<file path="config.mk">
export PLATFORM = sky130hd
export DESIGN_NAME = wdt_cfg_top
export DESIGN_NICKNAME = d
export VERILOG_FILES = /design/src/wdt_cfg_pkg.sv /design/src/wdt_cfg_top.sv
export SDC_FILE = /design/constraint.sdc
export NUM_CORES = 1
export LEC_CHECK = 0
export BUFFER_PORTS_ARGS = -buffer_cell sky130_fd_sc_hd__buf_2
export CORE_MARGIN = 5
export CORE_UTILIZATION = 50
export CTS_CLUSTER_DIAMETER = 150
export CTS_CLUSTER_SIZE = 16
export DETAILED_ROUTE_END_ITERATION = 16
export HOLD_SLACK_MARGIN = 0.08
export PLACE_DENSITY = 0.83
export SYNTH_ARGS = -nofsm -noshare
export SYNTH_HDL_FRONTEND = slang
export SYNTH_SLANG_ARGS = --single-unit
export TNS_END_PERCENT = 100
</file>
<file path="constraint.sdc">
create_clock -name CLK -period 5.86 [get_ports CLK]
set_input_delay 1.172 -clock CLK [delete_from_list [all_inputs] [get_ports CLK]]
set_output_delay 1.172 -clock CLK [all_outputs]
set_load 0.02 [all_outputs]
</file>
<file path="src/wdt_cfg_pkg.sv">
// Package for the watchdog configuration block: register map and fields
package wdt_cfg_pkg;

  // ----------------------------------------------------------------------
  // Register map (byte addresses)
  // ----------------------------------------------------------------------
  localparam logic [7:0] CFG_ADDR    = 8'h00;
  localparam logic [7:0] CTRL_ADDR   = 8'h04;
  localparam logic [7:0] STAT_ADDR   = 8'h08;
  localparam logic [7:0] MASK_ADDR   = 8'h0C;
  localparam logic [7:0] COUNT_ADDR  = 8'h10;
  localparam logic [23:0] CFG_WORD_OFFSET = 24'h30_0004;

  // ----------------------------------------------------------------------
  // Configuration byte fields
  // ----------------------------------------------------------------------
  localparam int MODE_HI     = 6;
  localparam int MODE_LO     = 5;
  localparam int PERIOD_HI   = 4;
  localparam int PERIOD_LO   = 0;
  localparam int UNIMPL_BIT  = 7;
  localparam logic [7:0] CFG_BLANK = 8'hFF;

  // Control register: bit 0 software enable, bit 1 clear (write only)
  localparam int CTRL_EN_BIT  = 0;
  localparam int CTRL_CLR_BIT = 1;

  // Status bits
  localparam int ST_TIMEOUT   = 0;
  localparam int ST_WIDTH     = 1;

  // ----------------------------------------------------------------------
  // Period select
  // ----------------------------------------------------------------------
  localparam int          PERIOD_BASE_LOG2 = 5;
  localparam logic [4:0]  PERIOD_MAX_SEL   = 5'h12;
  localparam logic [4:0]  PERIOD_FALLBACK  = 5'h0B;
  localparam int          COUNT_W          = 24;

  typedef enum logic [1:0] {
    MODE_OFF,
    MODE_SOFTWARE,
    MODE_AWAKE,
    MODE_ALWAYS
  } wdt_mode_t;

endpackage : wdt_cfg_pkg

</file>
<file path="src/wdt_cfg_top.sv">
// Watchdog with configuration-word mode and period select, Wishbone slave
// ------------------------------------------------------------------------
// Summary of operation
// ------------------------------------------------------------------------
// Summary of operation
// - Mode bits 6:5, period bits 4:0
// - Mode 00: watchdog off, enable ignored
// - Mode 01: runs exactly while software enable set
// - Mode 10: runs awake, stopped and count cleared in sleep
// - Mode 11: runs always, enable ignored
// - Period n up to 18 gives divide by two^(5+n)
// - Bit 7 reads as one
// - Blank default: always mode, period all ones
//
// The Wishbone slave port was chosen for this implementation.
`timescale 1ns/1ns
module wdt_cfg_top #(
  parameter int ADDR_W = 8
) (
  input  wire logic              CLK,
  input  wire logic              RSTN,
  // Wishbone register bus
  input  wire logic              WB_CYC_I,
  input  wire logic              WB_STB_I,
  input  wire logic              WB_WE_I,
  input  wire logic [ADDR_W-1:0] WB_ADR_I,
  input  wire logic [3:0]        WB_SEL_I,
  input  wire logic [31:0]       WB_DAT_I,
  output      logic [31:0]       WB_DAT_O,
  output      logic              WB_ACK_O,
  // Watchdog time base and core state
  input  wire logic              LF_TICK,
  input  wire logic              CORE_SLEEP,
  // Results
  output      logic              WDT_RESET_REQ,
  output      logic              IRQ
);

  // ----------------------------------------------------------------------
  // Elaboration checks
  // ----------------------------------------------------------------------
  if (ADDR_W < 8) begin : g_chk
    $error("ADDR_W must be at least 8");
  end

  // The counter must reach the terminal count of the longest period
  localparam int TERM_MSB = wdt_cfg_pkg::PERIOD_BASE_LOG2
                            + int'(wdt_cfg_pkg::PERIOD_MAX_SEL);
  if (wdt_cfg_pkg::COUNT_W <= TERM_MSB) begin : g_chk_count
    $error("COUNT_W too small for the longest period");
  end

  // The count is read back in one bus word
  if (wdt_cfg_pkg::COUNT_W > 32) begin : g_chk_cw
    $error("COUNT_W must fit a bus word");
  end

  // The decode below takes the mode field as exactly two bits
  if (wdt_cfg_pkg::MODE_HI - wdt_cfg_pkg::MODE_LO != 1) begin : g_chk_mode
    $error("Mode field must be two bits wide");
  end

  if (wdt_cfg_pkg::PERIOD_HI - wdt_cfg_pkg::PERIOD_LO != 4) begin : g_chk_per
    $error("Period field must be five bits wide");
  end

  // The stored byte is seven bits under the always-one top bit
  if (wdt_cfg_pkg::UNIMPL_BIT != wdt_cfg_pkg::MODE_HI + 1) begin : g_chk_top
    $error("Unimplemented bit must sit above the mode field");
  end

  if (wdt_cfg_pkg::ST_TIMEOUT >= wdt_cfg_pkg::ST_WIDTH) begin : g_chk_stat
    $error("Timeout flag lies outside the status register");
  end

  if (wdt_cfg_pkg::CTRL_EN_BIT == wdt_cfg_pkg::CTRL_CLR_BIT) begin : g_chk_ctl
    $error("Enable and clear must be separate control bits");
  end

  // The all-ones code must fall back to a ratio the counter supports
  localparam bit FB_BAD = wdt_cfg_pkg::PERIOD_FALLBACK
                          > wdt_cfg_pkg::PERIOD_MAX_SEL;
  if (FB_BAD) begin : g_chk_fb
    $error("Fallback period beyond the longest ratio");
  end

  // A blank part must come up in the always-running mode
  localparam logic [1:0] BLANK_MODE =
      wdt_cfg_pkg::CFG_BLANK[wdt_cfg_pkg::MODE_HI:wdt_cfg_pkg::MODE_LO];
  if (BLANK_MODE != wdt_cfg_pkg::MODE_ALWAYS) begin : g_chk_blank
    $error("Blank default must select the always mode");
  end

  localparam logic [7:0] REG_ADDRS [5] = '{wdt_cfg_pkg::CFG_ADDR,
                                           wdt_cfg_pkg::CTRL_ADDR,
                                           wdt_cfg_pkg::STAT_ADDR,
                                           wdt_cfg_pkg::MASK_ADDR,
                                           wdt_cfg_pkg::COUNT_ADDR};

  // Each register needs its own word-aligned address
  for (genvar r = 0; r < 5; r++) begin : g_chk_addr
    if (REG_ADDRS[r][1:0] != 2'b00) begin : g_align
      $error("Register address not word aligned");
    end
    for (genvar s = r + 1; s < 5; s++) begin : g_uniq
      if (REG_ADDRS[r] == REG_ADDRS[s]) begin : g_dup
        $error("Two registers share an address");
      end
    end
  end

  // ----------------------------------------------------------------------
  // State
  // ----------------------------------------------------------------------
  typedef struct packed {
    logic [6:0]                       cfg;
    logic                             sw_en;
    logic [wdt_cfg_pkg::COUNT_W-1:0]  count;
    logic [wdt_cfg_pkg::ST_WIDTH-1:0] status;
    logic [wdt_cfg_pkg::ST_WIDTH-1:0] mask;
    logic                             rst_req;
    logic                             ack;
    logic [31:0]                      rdata;
  } state_t;

  state_t state_reg;
  state_t state_next;

  wdt_cfg_pkg::wdt_mode_t mode;
  logic [4:0]             period_sel;
  logic [4:0]             period_eff;
  logic                   running;
  logic                   clear_req;
  logic                   timeout;
  logic                   wr_strobe;
  logic                   rd_strobe;
  logic                   lane0;
  logic [7:0]             addr;
  logic [7:0]             cfg_read;
  logic [wdt_cfg_pkg::COUNT_W-1:0] terminal;

  // ----------------------------------------------------------------------
  // Bus strobes
  // ----------------------------------------------------------------------
  assign addr      = WB_ADR_I[7:0];
  assign lane0     = WB_SEL_I[0];
  // Answer one cycle after the request, then drop ack for a cycle
  assign wr_strobe = WB_CYC_I && WB_STB_I && WB_WE_I && !state_reg.ack;
  assign rd_strobe = WB_CYC_I && WB_STB_I && !WB_WE_I && !state_reg.ack;

  // ----------------------------------------------------------------------
  // Register selects
  // ----------------------------------------------------------------------
  // Register map, one 32-bit word each, data in the low bits:
  //   config  mode and period byte, top bit always reads one
  //   control bit 0 software enable, bit 1 write one to service
  //   status  bit 0 timeout, sticky, write one to clear
  //   mask    bit 0 lets the timeout flag drive the interrupt
  //   counter current count in low-frequency ticks, read only
  // Only byte lane 0 carries writable bits; a write without it is dropped
  logic cfg_hit;
  logic ctrl_hit;
  logic stat_hit;
  logic mask_hit;
  logic count_hit;
  logic lane_wr;
  logic cfg_wr;
  logic ctrl_wr;
  logic stat_wr;
  logic mask_wr;

  assign cfg_hit   = addr == wdt_cfg_pkg::CFG_ADDR;
  assign ctrl_hit  = addr == wdt_cfg_pkg::CTRL_ADDR;
  assign stat_hit  = addr == wdt_cfg_pkg::STAT_ADDR;
  assign mask_hit  = addr == wdt_cfg_pkg::MASK_ADDR;
  assign count_hit = addr == wdt_cfg_pkg::COUNT_ADDR;
  assign lane_wr   = wr_strobe && lane0;
  assign cfg_wr    = lane_wr && cfg_hit;
  assign ctrl_wr   = lane_wr && ctrl_hit;
  assign stat_wr   = lane_wr && stat_hit;
  assign mask_wr   = lane_wr && mask_hit;

  // ----------------------------------------------------------------------
  // Mode and period decode
  // ----------------------------------------------------------------------
  assign mode = wdt_cfg_pkg::wdt_mode_t'(
      state_reg.cfg[wdt_cfg_pkg::MODE_HI:wdt_cfg_pkg::MODE_LO]);
  assign period_sel =
      state_reg.cfg[wdt_cfg_pkg::PERIOD_HI:wdt_cfg_pkg::PERIOD_LO];

  // Reserved codes above the last ratio: all ones falls to the blank-part
  // default, the rest fall to the shortest ratio.
  always_comb begin
    if (period_sel <= wdt_cfg_pkg::PERIOD_MAX_SEL) begin
      period_eff = period_sel;
    end else if (period_sel == 5'h1F) begin
      period_eff = wdt_cfg_pkg::PERIOD_FALLBACK;
    end else begin
      period_eff = 5'h00;
    end
  end

  // ----------------------------------------------------------------------
  // Terminal count
  // ----------------------------------------------------------------------
  always_comb begin
    terminal = '0;
    terminal[5'(wdt_cfg_pkg::PERIOD_BASE_LOG2) + period_eff] = 1'b1;
  end

  // ----------------------------------------------------------------------
  // Run enable by mode
  // ----------------------------------------------------------------------
  always_comb begin
    unique case (mode)
      wdt_cfg_pkg::MODE_OFF: begin
        running = 1'b0;
      end
      wdt_cfg_pkg::MODE_SOFTWARE: begin
        running = state_reg.sw_en;
      end
      wdt_cfg_pkg::MODE_AWAKE: begin
        // A sleep period restarts the count from zero on wake
        running = !CORE_SLEEP;
      end
      wdt_cfg_pkg::MODE_ALWAYS: begin
        running = 1'b1;
      end
    endcase
  end

  // ----------------------------------------------------------------------
  // Service and timeout
  // ----------------------------------------------------------------------
  assign clear_req = ctrl_wr && WB_DAT_I[wdt_cfg_pkg::CTRL_CLR_BIT];
  // The tick that brings the count to the divider ratio is the timeout
  assign timeout   = running && LF_TICK && !clear_req
                     && (state_reg.count + 1'b1 >= terminal);

  assign cfg_read = {1'b1, state_reg.cfg};

  // ----------------------------------------------------------------------
  // Status flags
  // ----------------------------------------------------------------------
  logic [wdt_cfg_pkg::ST_WIDTH-1:0] st_event;
  logic [wdt_cfg_pkg::ST_WIDTH-1:0] st_clr;
  logic [wdt_cfg_pkg::ST_WIDTH-1:0] st_upd;

  always_comb begin
    st_event                          = '0;
    st_event[wdt_cfg_pkg::ST_TIMEOUT] = timeout;
  end

  assign st_clr = stat_wr ? WB_DAT_I[wdt_cfg_pkg::ST_WIDTH-1:0] : '0;

  // A flag set by hardware in the cycle of a write-one clear stays set,
  // so software never loses an event it has not yet seen
  for (genvar b = 0; b < wdt_cfg_pkg::ST_WIDTH; b++) begin : g_status
    assign st_upd[b] = st_event[b] || (state_reg.status[b] && !st_clr[b]);
  end

  // ----------------------------------------------------------------------
  // Read data
  // ----------------------------------------------------------------------
  logic [31:0] rd_word;

  always_comb begin
    rd_word = 32'h0000_0000;
    if (cfg_hit) begin
      rd_word[7:0] = cfg_read;
    end
    if (ctrl_hit) begin
      // The clear bit is an action, not state, and reads as zero
      rd_word[wdt_cfg_pkg::CTRL_EN_BIT] = state_reg.sw_en;
    end
    if (stat_hit) begin
      rd_word[wdt_cfg_pkg::ST_WIDTH-1:0] = state_reg.status;
    end
    if (mask_hit) begin
      rd_word[wdt_cfg_pkg::ST_WIDTH-1:0] = state_reg.mask;
    end
    if (count_hit) begin
      rd_word[wdt_cfg_pkg::COUNT_W-1:0] = state_reg.count;
    end
  end

  // ----------------------------------------------------------------------
  // Next state
  // ----------------------------------------------------------------------
  always_comb begin
    state_next        = state_reg;
    state_next.ack    = rd_strobe || wr_strobe;
    state_next.rdata  = rd_strobe ? rd_word : 32'h0000_0000;
    state_next.status = st_upd;

    // Counter advances on each low-frequency tick; a service in
    // the timeout tick wins, so a late but valid service never resets
    if (clear_req || !running) begin
      state_next.count = '0;
    end else if (timeout) begin
      state_next.count   = '0;
      state_next.rst_req = 1'b1;
    end else if (LF_TICK) begin
      state_next.count = state_reg.count + 1'b1;
    end

    // Servicing also withdraws a pending reset request
    if (clear_req) begin
      state_next.rst_req = 1'b0;
    end

    if (cfg_wr) begin
      // Writable here so the programmed word can be modelled
      state_next.cfg = WB_DAT_I[wdt_cfg_pkg::UNIMPL_BIT-1:0];
    end

    if (ctrl_wr) begin
      state_next.sw_en = WB_DAT_I[wdt_cfg_pkg::CTRL_EN_BIT];
    end

    if (mask_wr) begin
      state_next.mask = WB_DAT_I[wdt_cfg_pkg::ST_WIDTH-1:0];
    end
  end

  // ----------------------------------------------------------------------
  // Registers
  // ----------------------------------------------------------------------
  always_ff @(posedge CLK or negedge RSTN) begin
    if (!RSTN) begin
      state_reg         <= '0;
      // The word is kept in flops, so every reset brings back the blank
      // default; a programmed value lasts only until the next reset
      state_reg.cfg     <= wdt_cfg_pkg::CFG_BLANK[6:0];
    end else begin
      state_reg <= state_next;
    end
  end

  // ----------------------------------------------------------------------
  // Outputs
  // ----------------------------------------------------------------------
  assign WB_ACK_O      = state_reg.ack;
  assign WB_DAT_O      = state_reg.rdata;
  assign WDT_RESET_REQ = state_reg.rst_req;
  assign IRQ           = |(state_reg.status & state_reg.mask);

endmodule : wdt_cfg_top

</file>
### Yosys cells after proc, flatten, opt, wreduce, memory -nomap -nowiden

Index checks and enable logic that the tools add are counted.

* add/sub/neg operators: 2
* magnitude comparators: 4
* equal/unequal tests: 9
* multiplexer cells: 18
* bitwise gates (word level): 1
* reduce and logical (&&, ||, !) cells: 30

Operators with widths (number)
* 24-bit two-way mux: 5
* 24-bit by 1-bit adder with 24-bit output (second input constant): 1
* 24-bit greater-or-equal comparator: 1
* 8-bit by 4-bit equality test with 1-bit output (second input constant): 2
* 1-bit logical AND: 16
* 8-bit by 3-bit equality test with 1-bit output (second input constant): 1
* 8-bit by 5-bit equality test with 1-bit output (second input constant): 1
* 8-bit logical NOT: 1
* 1-bit two-way mux: 8
* 8-bit two-way mux: 1
* 1-bit logical NOT: 6
* 5-bit by 6-bit less-than comparator with 1-bit output (second input constant): 1
* 3-bit by 5-bit adder with 5-bit output (first input constant): 1
* 1-bit demux with 5-bit select: 1
* 5-bit equality test (second input constant): 1
* 5-bit by 1-bit greater-or-equal comparator with 1-bit output (second input constant): 1
* 5-bit <= comparator (second input constant): 1
* 5-bit two-way mux: 1
* 2-bit equality test (second input constant): 2
* 4-bit two-way mux: 1
* 1-bit case mux with 4 select lines: 1
* 1-bit logical OR: 3
* 3-bit nonzero test: 1
* 2-bit by 1-bit equality test with 1-bit output (second input constant): 1
* other kinds (5): 5

* register bits after elaboration: 60
* input bits: 51
* output and inout port bits: 35
* logic and storage cells: 72

### Depth between registers and ports, before layout

Gate-level depths: netlist of the first run.

* depth in word-level cells: 13
* depth in mapped cells: 14
* depth with buffers taken out: 13

### Least setup slack after synthesis of the first run

Ideal clock, no wire load.

* kind: flip-flop to flip-flop
* start point: register state_reg[36] (netlist name)
* end point: register state_reg[57] (netlist name)
* library setup time: 0.125 ns
* data arrival time: 3.192 ns
* path slack: 2.544 ns
* stages on the path, launching flop included: 14
* path through: dfrtp_1 > ha_1 > and4_1 > and2b_1 > nand3_1 > or3_1 > nand2_1 > ha_1 > nand4_1 > nor3_1 > nand4_1 > or2_2 > a41o_2 > mux2_2

* cells in the longest elaborated chain, start to end: 5
* elaborated cells on any way between the ends: 7

Ends and longest elaborated chain
* start: declaration: RTL line wdt_cfg_top.sv:126 `state_t state_reg;`
* start signal: assignment: RTL line wdt_cfg_top.sv:336 `state_reg <= state_next;`
* 24-bit by 1-bit adder with 24-bit output *: RTL line wdt_cfg_top.sv:238, wdt_cfg_top.sv:304
* 24-bit greater-or-equal comparator: RTL line wdt_cfg_top.sv:238 `&& (state_reg.count + 1'b1 >= terminal);`
* 1-bit logical AND: RTL line wdt_cfg_top.sv:238
* 24-bit two-way mux: RTL line wdt_cfg_top.sv:300 `end else if (timeout) begin`
* 24-bit two-way mux: RTL line wdt_cfg_top.sv:298 `if (clear_req || !running) begin`

Every way passes the cells marked *; elsewhere a longest branch is shown, timed or not. The select of a mux whose other input is x is not followed.
A chain may end at the register's enable or synchronous reset.

### Worst setup path after layout of the first run

* start point: register state_reg[36] (netlist name)
* end point: register state_reg[48] (netlist name)

The elaborated chain is that of the path after synthesis.

==> key figures, run 1 <==
Timing
  • Final setup violating endpoints: 0
  • Smallest hold slack: 0.535 ns
  • Max-Slew Margin vs Limit: about two fifths
  • Final setup margin: 1.48 ns
  • Post-layout min period: around 4.4 ns
  • Final setup TNS: 0 ns
  • Final Hold Viols: 0
  • RSZ-0062 raised after global routing: false
  • Worst Clk Skew: between 0.009 and 0.01 ns
  • Tcrit/Tclk final: 74.7%
  • Max Freq: around 230 MHz
  • Slew Limit Fails: 0
  • Worst Tran Pin Value: 0.904 ns

Flow run
  • Max-Cap Viols: 0

Place
  • Placed cell area: roughly 4000 µm²
  • Placer Congestion: 0.904
  • Placed insts: between 500 and 600
  • DP HPWL: between 6000 and 7000 µm
  • Pre-CTS WS: 1.59 ns
  • IO buf count: a little under 50

Min path
  • Hold wc startpoint: state_reg[34]
  • Min-delay worst type: register to register

Pwr
  • Clk pwr share: between 40% and 50%
  • Net Sw Power: 180 µW
  • Peak VDD IR: about 0.10 mV
  • Pwr/cell area: slightly below 200 nW/µm²
  • Seq pwr share: between 50% and 60%
  • Sw frac: between 20% and 30%
  • Leakage power: 0.00199 µW
  • Internal power: approximately 640 µW
  • Gate power share: 4.3%

Global route
  • Vias in the first global route: 2940
  • Overflow after GRT: 0
  • Largest net degree at the start of global routing: a little over 60
  • Initial antenna violation count: 0
  • First-pass GRT wire length: between 10000 and 15000 µm
  • Overall routing resource usage: between 10% and 20%

Yosys
  • Async SR Flop Fraction: 100%
  • Top cells by count, synth: 53 x dfrtp_1, 43 x nand2_1, 32 x buf_4
  • Post-synth EDFFs: 0
  • Ys Warns: 0
  • Share of the synthesized area in the top cell type: between 30% and 40%
  • Synth Cell Area: slightly below 4000 µm²
  • Mapped Cells: 395
  • Top-count cell post-synth: dfrtp_1
  • Most used DFF post-synth: dfrtp_1
  • Area leader, netlist: dfrtp_1
  • Synth unique cells: between 60 and 70
  • #FFs+latches synth: 60
  • Mean post-synth cell area: between 9 and 10 µm²
  • Sequential-to-total area share from yosys stat: between 30% and 40%
  • Area contributors post-synth: dfrtp_1 34%, ha_1 8.0%, buf_4 6.2%

Worst setup path
  • Critical Path End Type: register
  • Worst Setup SP: state_reg[36]
  • Crit path max fanout: 13
  • Setup CP Type: register to register
  • Critical path required time: 6.12 ns
  • Crit path DAT: ~4.6 ns
  • Startpoint Class: register
  • Reg2Reg Launch Point: state_reg[36]

CTS
  • Total CTS buffers: 9
  • CTS resizes: 0
  • Clk_lat worst skew: about 0.35 ns
  • CTS clk-pin slew, worst paths: about 0.06 ns
  • Post-CTS Hold Fix Bufs: 0
  • CTS sink cnt: 60
  • CTS tree: built
  • # Post-CTS Setup Buffers: 0
  • CTS Buffer Depth: 2
  • CTS H-tree depth: 3
  • CTS root buf: clkbuf_8

Floorplan
  • Die Y: just under 100 µm
  • Die W: between 90 and 100 µm
  • Top-level port count: 86
  • Starting Density: around 51%
  • FP Rows: 32
  • Core area: ~7600 µm²
  • Die area: around 9600 µm²

Layout
  • N_diodes: 0
  • Fraction of layout cells with a size suffix above 1: between 20 and 25%
  • Max reg flops: 27
  • Area grow syn2layout: 7.17%
  • Filler cell count: 664
  • Final instance area: 4170 µm²
  • Nets@finish: 495
  • Finished Layout Cells: around 520

Route
  • DRC viols: 0
  • Vias: 2973
  • DR pass1 iterations: 5
  • Via density per instance: around 5.7
  • Antenna Violating Nets Remaining: 0
  • Wire per inst: 15.8 µm
  • Post-Route WL: between 8000 and 9000 µm
  • DR iter-0 viols: between 200 and 300

Status
  • Status: finished, final reports clean
final timing paths:
path                       slack, ns  cells after the start            end
setup reg to reg                1.48                     12  state_reg[48]
setup / recovery                1.48                     12  state_reg[48]
hold reg to reg                 0.54                      1  state_reg[34]
max in group asynchronous       4.38                      2  state_reg[44]
hold / removal                  0.54                      1  state_reg[34]
min in group asynchronous       0.95                      2  state_reg[35]
critical path, stage by stage, from the launching register on:
cell      delay [ns]
dfrtp_1         0.49
ha_1            0.29
and4_1          0.27
and2b_1         0.28
nand3_1         0.21
or3_1           0.41
nand2_1         0.09
ha_1            0.25
nor2b_1         0.14
o21ai_0         0.23
nand4_1         0.67
or4_2           0.86
o211ai_1        0.11
cells in the final DEF, fill, tap and decap left out, drive strengths merged, types with 7 or more instances in the layout:
master  synthesis  final
dfrtp          53     53
buf            38     51
nand2          43     43
ha             25     25
nor2           18     18
nand3          16     16
xnor2          16     16
and2           16     16
nor3           15     15
conb            2     13
a22o           12     12
o21ai          12     12
clkbuf         11     12
nand4          10     10
mux2           10     10
a21oi           9      9
inv             7      7
dfstp           7      7
per-layer routing:
layer / part of all wire, % / routed length, µm / track usage [%]
met2: 49 / 4020 / 29.8
met1: 42 / 3510 / 22.8
met4: 2.5 / 208 / 9.98
met5: 0 / 0 / 0
met3: 6.5 / 535 / 4.64
logic make-up after synthesis:
kind of cell	synth area share [%]
AO/OA/AOI/OAI	13.1
other	0.193
adder cells (fa/ha/maj)	8.04
flip-flops	38.8
multiplexers	3.73
XOR/XNOR	4.05
AND/OR/NAND/NOR	22.5
buffers and inverters	9.55
power groups by stage:
stage | sequential [µW] | clock (µW) | combinational (µW)
2_1_floorplan | 424 | 0 | 22.1
3_3_place_gp | 424 | 0 | 34.9
3_5_place_dp | 424 | 0 | 35.8
4_1_cts | 417 | 378 | 36.0
5_1_grt | 417 | 395 | 41.2
6_report | 417 | 368 | 35.7
layout make-up:
cell class | instances | area [µm²] | share of cell area (%)
Timing Repair Buffer | 51 | 260 | 6.24
Multi-Input combinational cell | 290 | 2060 | 49.3
Sequential cell | 60 | 1510 | 36.2
Clock buffer | 12 | 155 | 3.72
Clock inverter | 2 | 35.0 | 0.840
Inverter | 7 | 26.3 | 0.630
Tap cell | 102 | 128 | 3.06
through the flow:
stage,util (%),power (µW)
detailed placement,52.0,460
floorplan,-,446
global route,54.5,853
CTS,54.5,831
finish,54.5,821
global placement,52.0,459
(Power assumes the default switching activity.)
==> inputs of run 2 (changes only) <==
clock period = 4.1 ns   (was 5.86 ns; I/O delays follow)
==> key figures, run 2 (synthesis results as in run 1) <==
Pwr
  • Leakage power: between 0.002 and 0.0025 µW
  • Pwr/cell area: around 270 nW/µm²
  • Total design power: about 1100 µW
  • Peak VDD IR: 0.201 mV

Timing
  • Final setup violating endpoints: 0
  • Max-Slew Margin vs Limit: ~45%
  • Slew Limit Fails: 0
  • Worst Tran Pin Value: roughly 0.82 ns
  • Worst Clk Skew: approximately 0.012 ns
  • Tcrit/Tclk final: 92.9%
  • Final Hold Viols: 0
  • Post-layout min period: around 3.8 ns
  • Final setup TNS: 0 ns
  • Max Freq: roughly 260 MHz
  • RSZ-0062 raised after global routing: false

Route
  • Vias: around 3000
  • DRC viols: 0
  • Via density per instance: roughly 5.7
  • Antenna Violating Nets Remaining: 0
  • DR iter-0 viols: 265
  • DR pass1 iterations: 6
  • Wire per inst: ~16 µm
  • Post-Route WL: roughly 8600 µm

Global route
  • Largest net degree at the start of global routing: 36
  • Initial antenna violation count: 0
  • First-pass GRT wire length: approximately 14000 µm
  • Overflow after GRT: 0
  • Overall routing resource usage: between 10% and 20%
  • Vias in the first global route: slightly below 3000

CTS
  • CTS tree: built
  • CTS clk-pin slew, worst paths: approximately 0.07 ns
  • CTS H-tree depth: 3
  • Post-CTS Hold Fix Bufs: 0
  • # Post-CTS Setup Buffers: 0
  • Total CTS buffers: 9
  • Clk_lat worst skew: roughly 0.36 ns
  • CTS Buffer Depth: 2
  • CTS resizes: 0
  • CTS root buf: clkbuf_8
  • CTS sink cnt: 60

Min path
  • Min-delay worst type: input pin to async pin

Floorplan
  • Die Y: 98.2 µm
  • Die W: about 98 µm
  • Die area: 9650 µm²
  • Core area: roughly 7600 µm²
  • Starting Density: approximately 51%
  • Top-level port count: 86
  • FP Rows: 32

Layout
  • Max reg flops: 27
  • Fraction of layout cells with a size suffix above 1: 26.3%
  • Area grow syn2layout: 7.78%
  • Most common cell after layout, fill and taps aside: dfrtp_1
  • Nets@finish: roughly 500
  • Most frequent cells in the layout: 53 x dfrtp_1, 49 x buf_2, 43 x nand2_1
  • N_diodes: 0
  • Filler cell count: around 680
  • Finished Layout Cells: approximately 530

Worst setup path
  • Setup CP Type: register to register
  • Crit path max fanout: 7
  • Buf/Inv on CP: 0
  • Startpoint Class: register
  • Crit path DAT: about 4.1 ns
  • CP delay by family, top: simple AND/OR/NAND/NOR gates
  • Max incr delay on CP: roughly 0.73 ns
  • Critical path required time: between 4 and 5 ns
  • Crit path max-delay cell type: or4_2
  • Critical Path End Type: register
  • R2R Setup Slk: slightly below 0.3 ns
  • Cell-by-cell trace of the critical path: ha_1 > and4_1 > and2b_1 > nand3_1 > or3_1 > nand2_1 > ha_1 > nand4_1 > nor2_1 > nor3_1 > nand4_1 > or4_2 > o211ai_1

Place
  • DP HPWL: 6420 µm
  • Placer Congestion: 0.880
  • Placed insts: just over 500
  • IO buf count: 49

Status
  • Status: finished, final reports clean

Flow run
  • Max-Cap Viols: 0
[run 2: cell count changes in the layout (fill, tap and decap cells not counted)]
| cell | delta |
|---|---|
| buf_4 | +6 |
| bufinv_16 | -1 |
| clkbuf_8 | -1 |
| clkinv_2 | +3 |
| clkinvlp_4 | +1 |
[run 2: metal layers]
metal / part of all wire [%] / global-route usage (%)
met5: 0 / 0
met1: 42 / 23.0
met3: 7.3 / 3.93
met4: 2.2 / 7.88
met2: 49 / 30.4
[run 2: stage by stage]
stage          hold WS [ns]  worst slack, ns  cell area [µm²]  utilization (%)
4_1_cts               0.476            0.328             4190             54.8
2_1_floorplan         0.459            0.784             3930                -
5_1_grt               0.517         0.000558             4190             54.8
3_3_place_gp          0.480            0.406             4030             52.6
3_5_place_dp          0.502            0.362             4030             52.6
6_report              0.461            0.291             4190             54.8
[run 2: layout make-up]
cell class | instances | area [µm²] | share of cell area, %
flip-flops and latches | 60 | 1510 | 36.0
clock inverters | 5 | 27.5 | 0.656
inverters | 7 | 26.3 | 0.626
multi-input cells | 290 | 2060 | 49.0
well taps | 102 | 128 | 3.04
repair buffers | 57 | 305 | 7.28
clock buffers | 11 | 141 | 3.37
[run 2: worst paths after layout]
path / startpoint / cells past startpoint / end
setup / recovery: state_reg[36] / 13 / state_reg[48]
hold / removal: RSTN / 1 / WB_ACK_O
setup reg to reg: state_reg[36] / 13 / state_reg[48]
hold reg to reg: state_reg[35] / 1 / state_reg[35]
max in group asynchronous: RSTN / 2 / cfg_read[1]
min in group CLK: state_reg[35] / 1 / state_reg[35]
[run 2: power by group]
part | leakage (µW) | internal, µW | switching [µW] | total, µW
clock | 0.0000889 | 231 | 235 | 466
sequential | 0.000807 | 594 | 1.79 | 596
combinational | 0.00112 | 15.9 | 35.8 | 51.7
total | 0.00202 | 841 | 273 | 1110
[run 2: worst reg2reg max path, stage by stage, from the launching register on]
cell and delay (ns):
dfrtp_1 0.48, ha_1 0.32, and4_1 0.25, and2b_1 0.17, nand3_1 0.17, or3_1 0.41, nand2_1 0.08, ha_1 0.23
nand4_1 0.12, nor2_1 0.07, nor3_1 0.19, nand4_1 0.38, or4_2 0.74, o211ai_1 0.11
